==> config.mk <==
export PLATFORM = sky130hd
export DESIGN_NAME = bsd_ctrl
export DESIGN_NICKNAME = d
export VERILOG_FILES = /design/src/hw/bsd_pkg.sv /design/src/hw/bsd_ctrl.sv
export SDC_FILE = /design/constraint.sdc
export NUM_CORES = 1
export LEC_CHECK = 0
export BUFFER_PORTS_ARGS = -buffer_cell sky130_fd_sc_hd__buf_2
export CORE_AREA = 2 2 73 75
export CTS_CLUSTER_SIZE = 25
export DETAILED_ROUTE_END_ITERATION = 8
export DIE_AREA = 0 0 75 77
export GPL_ROUTABILITY_DRIVEN = 0
export PLACE_DENSITY_LB_ADDON = 0.05
export SLEW_MARGIN = 20
export SYNTH_ARGS = -nofsm -noshare
export SYNTH_HDL_FRONTEND = slang
export SYNTH_SLANG_ARGS = --single-unit
==> constraint.sdc <==
create_clock -name pclk -period 1.2 [get_ports pclk]
set_input_delay 0.06 -clock pclk [delete_from_list [all_inputs] [get_ports pclk]]
set_output_delay 0.06 -clock pclk [all_outputs]
set_load 0.02 [all_outputs]
==> src/hw/bsd_pkg.sv <==
// Package holding register map, field positions and mode codes for the bus shutdown block.
package bsd_pkg;
  // ==========================================================================
  // Register byte addresses.
  localparam logic [11:0] ADDR_CONFIG = 12'h000;
  localparam logic [11:0] ADDR_RESET = 12'h004;
  localparam logic [11:0] ADDR_BIT_WORD = 12'h078;
  localparam logic [11:0] ADDR_IRQ_STATUS = 12'h080;
  localparam logic [11:0] ADDR_IRQ_ENABLE = 12'h084;
  localparam logic [11:0] ADDR_IRQ_CLEAR = 12'h088;
  // ==========================================================================
  // Field positions.
  localparam int CFG_INHIBIT_TX_A = 15;
  localparam int CFG_INHIBIT_TX_B = 14;
  localparam int CFG_TX_ONLY = 13;
  localparam int CFG_AUTO_DISABLE = 4;
  localparam int RST_TERMINAL = 10;
  localparam int BIT_TX_SHUT_B = 15;
  localparam int BIT_RX_SHUT_B = 14;
  localparam int BIT_TX_SHUT_A = 13;
  localparam int BIT_RX_SHUT_A = 12;
  // ==========================================================================
  // Reset values and mode codes.
  localparam logic [15:0] CONFIG_RESET = 16'h0000;
  localparam logic [4:0] MC_TX_SHUTDOWN = 5'h04;
  localparam logic [4:0] MC_OVERRIDE_SHUTDOWN = 5'h05;
  localparam logic [4:0] MC_RESET_TERMINAL = 5'h08;
  localparam logic [4:0] MC_SEL_SHUTDOWN = 5'h14;
  localparam logic [4:0] MC_SEL_OVERRIDE = 5'h15;
  localparam int IRQ_BITS = 3;
  localparam int IRQ_SHUT = 0;
  localparam int IRQ_OVERRIDE = 1;
  localparam int IRQ_RESET = 2;
endpackage

==> src/hw/bsd_ctrl.sv <==
// Bus shutdown and shutdown override control for a dual-redundant remote terminal.
// How it works
// - Auto bit leaves plain commands unaffected.
// - Shutdown commands act on inactive bus only.
// - Never shut down the receiving bus.
// - Shut transmitter stays blocked until reactivated.
// - Override, selected override, terminal reset re-enable.
// - Master reset or soft reset re-enable.
// - Auto bit clear: device does shutdown.
// - Auto bit set: selected forms ignored, no status; host inhibits.
// - Plain commands act whatever their data.
// - Tx-only bit picks transmitter or both.
// - Shutdown sets status bits 15-12.
// - Override restores transmit and receive.
// - Override clears status bits 15-12.
`timescale 1ns/1ps
`default_nettype none
module bsd_ctrl (
  // Clock and reset
  input wire logic pclk,
  input wire logic presetn,
  // APB slave
  input wire logic psel,
  input wire logic penable,
  input wire logic pwrite,
  input wire logic [11:0] paddr,
  input wire logic [31:0] pwdata,
  output logic [31:0] prdata,
  output logic pready,
  output logic pslverr,
  // Mode command from the protocol decoder, same clock
  input wire logic mc_valid,
  input wire logic [4:0] mc_code,
  input wire logic mc_on_bus_b,
  // Host inhibit pins, asynchronous
  input wire logic inhibit_tx_bus_a_pin,
  input wire logic inhibit_tx_bus_b_pin,
  // Transceiver enables
  output logic tx_enable_a,
  output logic tx_enable_b,
  output logic rx_enable_a,
  output logic rx_enable_b,
  // Interrupt
  output logic irq
);
  // ==========================================================================
  // Register state.
  logic [15:0] config_reg, next_config_reg;
  logic [3:0] shut, next_shut;
  logic [2:0] irq_status, next_irq_status;
  logic [2:0] irq_enable, next_irq_enable;
  logic [31:0] next_prdata;
  logic [2:0] sync_a, sync_b;
  logic pin_a, pin_b, next_pin_a, next_pin_b;

  logic wr, rd, terminal_soft_reset;
  logic [2:0] events;
  assign wr = psel & penable & pwrite;
  assign rd = psel & ~penable & ~pwrite;
  assign terminal_soft_reset = wr && paddr == bsd_pkg::ADDR_RESET && pwdata[bsd_pkg::RST_TERMINAL];
  assign pready = 1'b1;
  assign pslverr = 1'b0;

  // ==========================================================================
  // Pin synchronisers: a change counts once stages two and three agree.
  always_comb begin
    next_pin_a = (sync_a[1] == sync_a[2]) ? sync_a[2] : pin_a;
    next_pin_b = (sync_b[1] == sync_b[2]) ? sync_b[2] : pin_b;
  end
  always_ff @(posedge pclk or negedge presetn) begin
    if (!presetn) begin
      sync_a <= 3'h0;
      sync_b <= 3'h0;
      pin_a <= 1'b0;
      pin_b <= 1'b0;
    end else begin
      sync_a <= {sync_a[1:0], inhibit_tx_bus_a_pin};
      sync_b <= {sync_b[1:0], inhibit_tx_bus_b_pin};
      pin_a <= next_pin_a;
      pin_b <= next_pin_b;
    end
  end

  // ==========================================================================
  // Mode command handling. Selected forms skip bus-select matching here.
  always_comb begin
    logic shut_cmd, ovr_cmd, tx_only;
    shut_cmd = 1'b0;
    ovr_cmd = 1'b0;
    tx_only = config_reg[bsd_pkg::CFG_TX_ONLY];
    next_shut = shut;
    events = 3'h0;
    if (mc_valid) begin
      shut_cmd = mc_code == bsd_pkg::MC_TX_SHUTDOWN;
      ovr_cmd = mc_code == bsd_pkg::MC_OVERRIDE_SHUTDOWN;
      // auto bit gates only selected forms
      if (!config_reg[bsd_pkg::CFG_AUTO_DISABLE]) begin
        shut_cmd = shut_cmd | (mc_code == bsd_pkg::MC_SEL_SHUTDOWN);
        ovr_cmd = ovr_cmd | (mc_code == bsd_pkg::MC_SEL_OVERRIDE);
      end
    end
    if (shut_cmd) begin
      events[bsd_pkg::IRQ_SHUT] = 1'b1;
      if (mc_on_bus_b) begin
        next_shut[1:0] = {1'b1, ~tx_only};
      end else begin
        next_shut[3:2] = {1'b1, ~tx_only};
      end
    end
    if (ovr_cmd) begin
      events[bsd_pkg::IRQ_OVERRIDE] = 1'b1;
      if (mc_on_bus_b) begin
        next_shut[1:0] = 2'h0;
      end else begin
        next_shut[3:2] = 2'h0;
      end
    end
    if ((mc_valid && mc_code == bsd_pkg::MC_RESET_TERMINAL) || terminal_soft_reset) begin
      events[bsd_pkg::IRQ_RESET] = 1'b1;
      next_shut = 4'h0;
    end
  end

  // ==========================================================================
  // Register file and interrupt status; a new event wins over a clear.
  always_comb begin
    next_config_reg = config_reg;
    next_irq_enable = irq_enable;
    next_irq_status = irq_status;
    next_prdata = prdata;
    if (wr && paddr == bsd_pkg::ADDR_CONFIG) begin
      next_config_reg = pwdata[15:0];
    end
    if (wr && paddr == bsd_pkg::ADDR_IRQ_ENABLE) begin
      next_irq_enable = pwdata[2:0];
    end
    if (wr && paddr == bsd_pkg::ADDR_IRQ_CLEAR) begin
      next_irq_status = irq_status & ~pwdata[2:0];
    end
    next_irq_status = next_irq_status | events;
    if (rd) begin
      case (paddr)
        bsd_pkg::ADDR_CONFIG: next_prdata = {16'h0000, config_reg};
        // BIT word bits 15-12 report bus shutdown status.
        bsd_pkg::ADDR_BIT_WORD: next_prdata = {16'h0000, shut, 12'h000};
        bsd_pkg::ADDR_IRQ_STATUS: next_prdata = {29'h0, irq_status};
        bsd_pkg::ADDR_IRQ_ENABLE: next_prdata = {29'h0, irq_enable};
        default: next_prdata = 32'h0000_0000;
      endcase
    end
  end
  always_ff @(posedge pclk or negedge presetn) begin
    if (!presetn) begin
      config_reg <= bsd_pkg::CONFIG_RESET;
      shut <= 4'h0;
      irq_status <= 3'h0;
      irq_enable <= 3'h0;
      prdata <= 32'h0000_0000;
    end else begin
      config_reg <= next_config_reg;
      shut <= next_shut;
      irq_status <= next_irq_status;
      irq_enable <= next_irq_enable;
      prdata <= next_prdata;
    end
  end

  // ==========================================================================
  // Transceiver enables; host inhibits apply in every mode.
  // shut transmitter blocked
  always_comb begin
    tx_enable_b = ~shut[3] & ~config_reg[bsd_pkg::CFG_INHIBIT_TX_B] & ~pin_b;
    rx_enable_b = ~shut[2];
    tx_enable_a = ~shut[1] & ~config_reg[bsd_pkg::CFG_INHIBIT_TX_A] & ~pin_a;
    rx_enable_a = ~shut[0];
    irq = |(irq_status & irq_enable);
  end
endmodule // bsd_ctrl
`default_nettype wire

==> key figures, run 1 <==
Power and ir drop
  – Sw frac: 24.64%
  – Switching power: 0.8577 mW
  – Pwr Density: 1041 mW/mm²
  – Clock power share: 33.1%
  – Maximum VDD drop: 0.8284 mV
  – Combinational cell fraction of total power: 15.0%
  – Sequential share of power: 51.9%
  – Overall Power: 3.480 mW
  – Pleak: approximately 1.7 nW
  – Int Power: ~2.6 mW

Cells and area
  – Multi-input gate area: 0.001023 mm²
  – Antenna Cells: 0
  – Finished Layout Cells: 370
  – Total Nets Final: 357
  – Layout overhead on the synthesized area: 46.76%
  – Fill cells: 395
  – Reg area: 0.001251 mm²
  – Final core occ: 67.14%
  – Layout cell share with drive strength beyond 1: 47.67%
  – Fin area: around 0.0033 mm²

Die
  – Die Wd: 75 µm
  – Die Ht: 77 µm
  – Die area: 0.005775 mm²
  – Area of the core: 0.004977 mm²
  – Initial core utilization: between 40% and 50%
  – Top Ports: 97
  – Rows: 26

Outcome
  – Outcome: finished with violations
  – Failing checks: setup timing

Clock network
  – CTS Buf Count: 5
  – Clock Pin Slew Worst Setup and Hold Paths: about 0.080 ns
  – Clk sinks: 50
  – # H-tree levels: 2
  – Max Root-Sink Buffers: 2
  – Root Driver: clkbuf_8
  – Worst-Skew Late Latency: 0.30 ns
  – CTS tree: done

Worst hold path
  – Worst Hold Depth: 2
  – Worst Hold Class: in -> reg
  – Min-delay src: pwdata[1]
  – Hold endpoint: config_reg[1]$_DFFE_PN0P_

Setup path
  – Data required, critical path: approximately 1.1 ns
  – Sum of buffers and inverters on the critical path: 2
  – R2R Path Start: irq_status[1]$_DFF_PN0_
  – CP delay by family, top: flip-flops
  – Slowest stage delay, CP: approximately 0.4 ns
  – CP max-delay cell: dfrtp_1
  – Reg-to-reg critical path endpoint: prdata[1]$_DFFE_PN0P_
  – CP endpoint kind: primary output
  – FF-to-FF setup slack: 0.04 ns
  – Critical Path Fanout Max: 3
  – Critical path class: reg -> out
  – CP cell instances: a222oi_1 -> inv_1 -> buf_6
  – Startpoint types: flop
  – Worst Reg-to-Reg Cells: 4
  – WP data arrival: approximately 1.3 ns

Synthesis
  – Top cell type's share of synthesized area: between 50 and 60%
  – Async S/R FF share, synth: between 90% and 100%
  – Yosys cell types: 39
  – Post-synth EDFFs: 0
  – Area contributors post-synth: dfrtp_1, mux2_2, buf_4
  – Cells after synthesis: 182
  – Most frequent cell after synthesis: dfrtp_1
  – Avg Cell Area, Syn: 12.51 µm²
  – Synthesized cell area: 0.002277 mm²
  – YS warnings: 0
  – Synth area leader: dfrtp_1
  – Synth top cells by count: dfrtp_1, buf_4, mux2_2
  – Ys flop type: dfrtp_1
  – Register area share after synthesis: 54.95%
  – Seq cells post-synth: 50

GRT
  – Initial antenna violation count: 0
  – Vias in the first global route: between 1500 and 2000
  – Grt ovf: 0
  – Largest net degree at the start of global routing: 51
  – First-pass GRT wire length: 8135 µm
  – GR Util All Layers: 18.86%

Timing
  – Final Slew Violations: 0
  – Worst Setup Slack, final: -0.1291 ns
  – Final setup TNS: -1.546 ns
  – Fin crit period: around 1.3 ns
  – Maximum clock rate: roughly 750 MHz
  – RSZ-0062 raised after global routing: true
  – Skew final: 0.005641 ns
  – Hold Vio Cnt, Final: 0
  – Final setup fails: 24
  – Hold WS: 0.03684 ns
  – Final Cycle Share: 110.8%

Placement
  – Pre-CTS WS: -0.4732 ns
  – Cells after DPL: between 300 and 400
  – Cell Area, Placed: around 0.0029 mm²
  – Post-DP HPWL: approximately 3800 µm
  – IO buf count: 62

Run
  – Max-cap violations: 0

Detailed routing
  – DRT Pass-1 Iters: 4
  – Remaining antenna violation count: 0
  – # DRC: 0
  – DR iter-0 viols: 51
  – DR vias: 1811
  – WL/cell: 14.66 µm
  – Post-DR vias/cell: 4.895
  – WL final: 5425 µm
how the worst max path moves through the flow:
stage | startpoint | to | slack (ns) | cells after the start
finish | irq_enable[1]$_DFFE_PN0P_ | irq | -0.13 | 3
detailed placement | paddr[9] | shut[1]$_DFF_PN0_ | -0.47 | 5
global placement | paddr[9] | shut[3]$_DFF_PN0_ | -0.42 | 5
global route | irq_enable[1]$_DFFE_PN0P_ | irq | -0.22 | 3
floorplan | paddr[9] | shut[0]$_DFF_PN0_ | -0.23 | 4
CTS | irq_enable[1]$_DFFE_PN0P_ | irq | -0.13 | 3
logic make-up after synthesis:
logic type,count (synthesis),synth area share (%)
flops,50,54.95
fa+ha+maj,2,0.8792
buf+inv,26,7.583
mux,26,12.64
simple gates,47,13.02
compound gates,29,10.60
other cells,2,0.3298
routing by layer:
layer  vias up  global-route usage [%]  wire length [µm]
met4         0                   7.857                84
li1        863                       -                 -
met3         7                   3.942               232
met2        56                   29.04              2631
met5         -                       0                 0
met1       885                   25.61              2476
final cells by class:
cell class / count / area share, %
clock buffer: 6 / 2.171
multi-input combinational: 122 / 30.63
tap: 70 / 2.621
clock inverter: 2 / 1.123
timing repair buffer: 115 / 25.46
inverter: 5 / 0.5616
sequential: 50 / 37.44
power by group through the flow:
stage / sequential, mW / clock [mW] / combinational (mW)
global route: 1.82 / 1.24 / 0.567
floorplan: 1.82 / 0 / 0.250
CTS: 1.81 / 1.19 / 0.500
detailed placement: 1.84 / 0 / 0.431
finish: 1.81 / 1.15 / 0.521
global placement: 1.84 / 0 / 0.429
placed cells by master, fill, tap and decap left out, types with 7 or more instances in the layout:
master / Yosys / routed
a22o_1: 9 / 9
buf_2: 0 / 56
buf_4: 18 / 28
buf_6: 1 / 12
conb_1: 2 / 18
dfrtp_1: 50 / 50
dlygate4sd3_1: 0 / 16
mux2_4: 0 / 17
nand2_1: 8 / 8
nor2_1: 9 / 7
what timing repair did:
| action | in CTS | in global routing |
|---|---|---|
| gates cloned | 0 | 1 |
| pin swaps | 10 | 8 |
| endpoints found under the setup margin | 23 | 36 |
| hold buffers | 16 | 0 |
| buffers inserted | 5 | 2 |
| resized for setup | 16 | 21 |
| endpoints found under the hold margin | 65 | 0 |
Power figures use the tool's default switching activity.
==> run 2, diff against run 1 <==
--- a/config.mk
+++ b/config.mk
@@ -5,11 +5,12 @@
 export SDC_FILE = /design/constraint.sdc
 export NUM_CORES = 1
 export LEC_CHECK = 0
+export ABC_AREA = 1
 export BUFFER_PORTS_ARGS = -buffer_cell sky130_fd_sc_hd__buf_2
-export CORE_AREA = 2 2 73 75
+export CORE_AREA = 2 2 79 73
 export CTS_CLUSTER_SIZE = 25
 export DETAILED_ROUTE_END_ITERATION = 8
-export DIE_AREA = 0 0 75 77
+export DIE_AREA = 0 0 81 75
 export GPL_ROUTABILITY_DRIVEN = 0
 export PLACE_DENSITY_LB_ADDON = 0.05
 export SLEW_MARGIN = 20
==> key figures, run 2 <==
Power and ir drop
  – Sequential share of power: 55.4%
  – Maximum VDD drop: between 0.7 and 0.8 mV
  – Sw frac: 27.54%
  – Pwr Density: 1047 mW/mm²
  – Clock power share: between 30% and 40%
  – Int Power: 2.349 mW
  – Switching power: 0.8930 mW
  – Combinational cell fraction of total power: 14.5%
  – Overall Power: ~3.2 mW
  – Pleak: 1.648 nW

GRT
  – First-pass GRT wire length: 8238 µm
  – Grt ovf: 0
  – Met3 Resource Use GR: 3.957%
  – Largest net degree at the start of global routing: 51
  – Met2 usage: around 28%
  – Initial antenna violation count: 0
  – Grt peak-use layer: met2
  – Vias in the first global route: 1882
  – GR Util All Layers: around 18%
  – Met1 usage: 24.73%

Setup path
  – FF-to-FF setup slack: 0.12 ns
  – CP startpoint: pin_b$_DFFE_PN0N_
  – WP depth: 2
  – Critical Path Fanout Max: 2
  – CP max-delay cell: dfrtp_1
  – WP data arrival: 1.10 ns
  – Startpoint types: flop
  – Worst Reg-to-Reg Cells: 4
  – CP endpoint kind: primary output
  – Critical path class: reg -> out
  – Reg-to-reg critical path endpoint: shut[0]$_DFF_PN0_
  – Sum of buffers and inverters on the critical path: 1
  – Data required, critical path: 1.14 ns
  – R2R Path Start: config_reg[4]$_DFFE_PN0P_
  – CP delay by family, top: flip-flops
  – Slowest stage delay, CP: about 0.41 ns
  – CP cell instances: nor3_2 -> buf_4
  – CP endpoint: tx_enable_b

Cells and area
  – Layout cell share with drive strength beyond 1: 30.73%
  – Final core occ: between 50% and 60%
  – Most common cell after layout, fill and taps aside: nand2_1
  – Antenna Cells: 0
  – Most used cells in the layout excluding fill and tap cells: nand2_1, buf_2, dfrtp_1
  – Layout overhead on the synthesized area: 24.80%
  – Total Nets Final: 428

Die
  – Die area: ~0.0061 mm²
  – Die Wd: 81 µm
  – Initial core utilization: 47.81%
  – Area of the core: 0.005192 mm²
  – Top Ports: between 90 and 100
  – Rows: 25
  – Die Ht: 75 µm

Placement
  – Post-DP HPWL: 3638 µm
  – IO buf count: 62

Clock network
  – CTS Buf Count: 5
  – # H-tree levels: 2
  – Max Root-Sink Buffers: 2
  – CTS tree: done
  – Worst-Skew Late Latency: about 0.30 ns
  – Clk sinks: 50
  – Root Driver: clkbuf_8
  – Clock Pin Slew Worst Setup and Hold Paths: 0.10 ns

Timing
  – Final Cycle Share: between 90% and 100%
  – Maximum clock rate: 860.9 MHz
  – Final setup fails: 0
  – Fin crit period: about 1.2 ns
  – RSZ-0062 raised after global routing: true
  – Hold Vio Cnt, Final: 0
  – Final Slew Violations: 0
  – Skew final: 0.009574 ns

Worst hold path
  – Worst Hold Class: in -> reg

Detailed routing
  – Post-DR vias/cell: 4.644
  – DR iter-0 viols: 60
  – WL/cell: about 11 µm
  – DRT Pass-1 Iters: 4
  – DR vias: between 2000 and 2500
  – Remaining antenna violation count: 0
  – # DRC: 0
  – WL final: 4990 µm

Synthesis
  – Synth top cells by count: nand2_1, dfrtp_1, inv_1
  – Synth area leader: dfrtp_1
  – Avg Cell Area, Syn: 8.680 µm²
  – Async S/R FF share, synth: 100.0%
  – Cells after synthesis: between 200 and 300
  – Yosys cell types: 27
  – Synthesized cell area: between 0.002 and 0.0025 mm²
  – Post-synth EDFFs: 0
  – Seq cells post-synth: 50
  – Top cell type's share of synthesized area: 50.40%
  – YS warnings: 0
  – Ys flop type: dfrtp_1
  – Most frequent cell after synthesis: nand2_1
  – Area contributors post-synth: dfrtp_1, nand2_1, buf_4
  – Register area share after synthesis: 50.40%

Run
  – Max-cap violations: 0

Outcome
  – Outcome: complete, no violations
## run 2: cell count changes in the layout (fill, tap and decap cells not counted), moves of 5 or more
cell	before	now
buf_6	12	0
nor2_1	7	15
a22o_1	9	0
o21ai_1	4	20
mux2_2	5	0
mux2_4	17	0
nand2_1	8	70
buf_4	28	11
o21ai_2	0	8
inv_1	5	32
nand3_1	4	27
## run 2: how the worst min path moves through the flow
stage	from	endpoint	slack, ns	cells past startpoint
detailed placement	presetn	irq_status[1]$_DFF_PN0_	0.07	2
floorplan	presetn	config_reg[0]$_DFFE_PN0P_	-0.24	0
finish	pwdata[5]	config_reg[5]$_DFFE_PN0P_	0.007	3
global route	pwdata[5]	config_reg[5]$_DFFE_PN0P_	0.001	3
CTS	pwdata[5]	config_reg[5]$_DFFE_PN0P_	0.003	3
global placement	presetn	irq_enable[1]$_DFFE_PN0P_	0.07	2
## run 2: kinds of logic after synthesis
logic type,synth area share [%]
fa+ha+maj,0.8065
flops,50.40
compound gates,10.99
simple gates,24.40
other cells,0.3025
buf+inv,13.10
## run 2: through the flow
| stage | std cells | TNS, ns | area, µm² | hold WS, ns | setup slack, ns |
|---|---|---|---|---|---|
| after floorplan | 302 | 0 | 2542 | -0.2356 | 0.1579 |
| after global placement | 414 | 0 | 2839 | 0.06842 | 0.07416 |
| final | 438 | 0 | 3098 | 0.007218 | 0.03847 |
| after detailed placement | 414 | 0 | 2839 | 0.07458 | 0.04308 |
| after global routing | 438 | -0.005329 | 3098 | 0.001406 | -0.004624 |
| after CTS | 434 | 0 | 3057 | 0.003194 | 0.01003 |
## run 2: power groups by stage
stage | clock network (mW) | logic, mW | registers [mW]
floorplan | 0 | 0.272 | 1.81
global placement | 0 | 0.400 | 1.83
detailed placement | 0 | 0.405 | 1.83
CTS | 1.01 | 0.440 | 1.80
global route | 1.07 | 0.530 | 1.81
finish | 0.977 | 0.470 | 1.80
## run 2: timing repair
item	4_1_cts	5_1_grt
hold buffers	12	0
setup buffers	0	4
hold endpoints to repair	61	0
resized for setup	2	5
pin swaps	0	5
endpoints found under the setup margin	1	4
gates cloned	0	0
## run 2: cell type report
class | count | area, µm²
Inverter | 34 | 130.1
Sequential cell | 50 | 1251
Timing Repair Buffer | 86 | 563.0
Multi-Input combinational cell | 193 | 979.7
Tap cell | 67 | 83.83
Clock buffer | 5 | 68.82
Clock inverter | 3 | 21.27
Fill cell | 503 | 2095
## run 2: per-layer routing
layer,up-vias,part of all wire (%)
li1,1036,-
met1,938,51
met2,54,44
met3,6,4.8
met4,0,1.0
met5,-,0
## run 2: worst reg2reg max path, stage by stage (launching register included)
cell and delay, ns:
dfrtp_1 0.43, a21oi_1 0.26, nand3_1 0.12, nand3_1 0.13, nor2_1 0.05
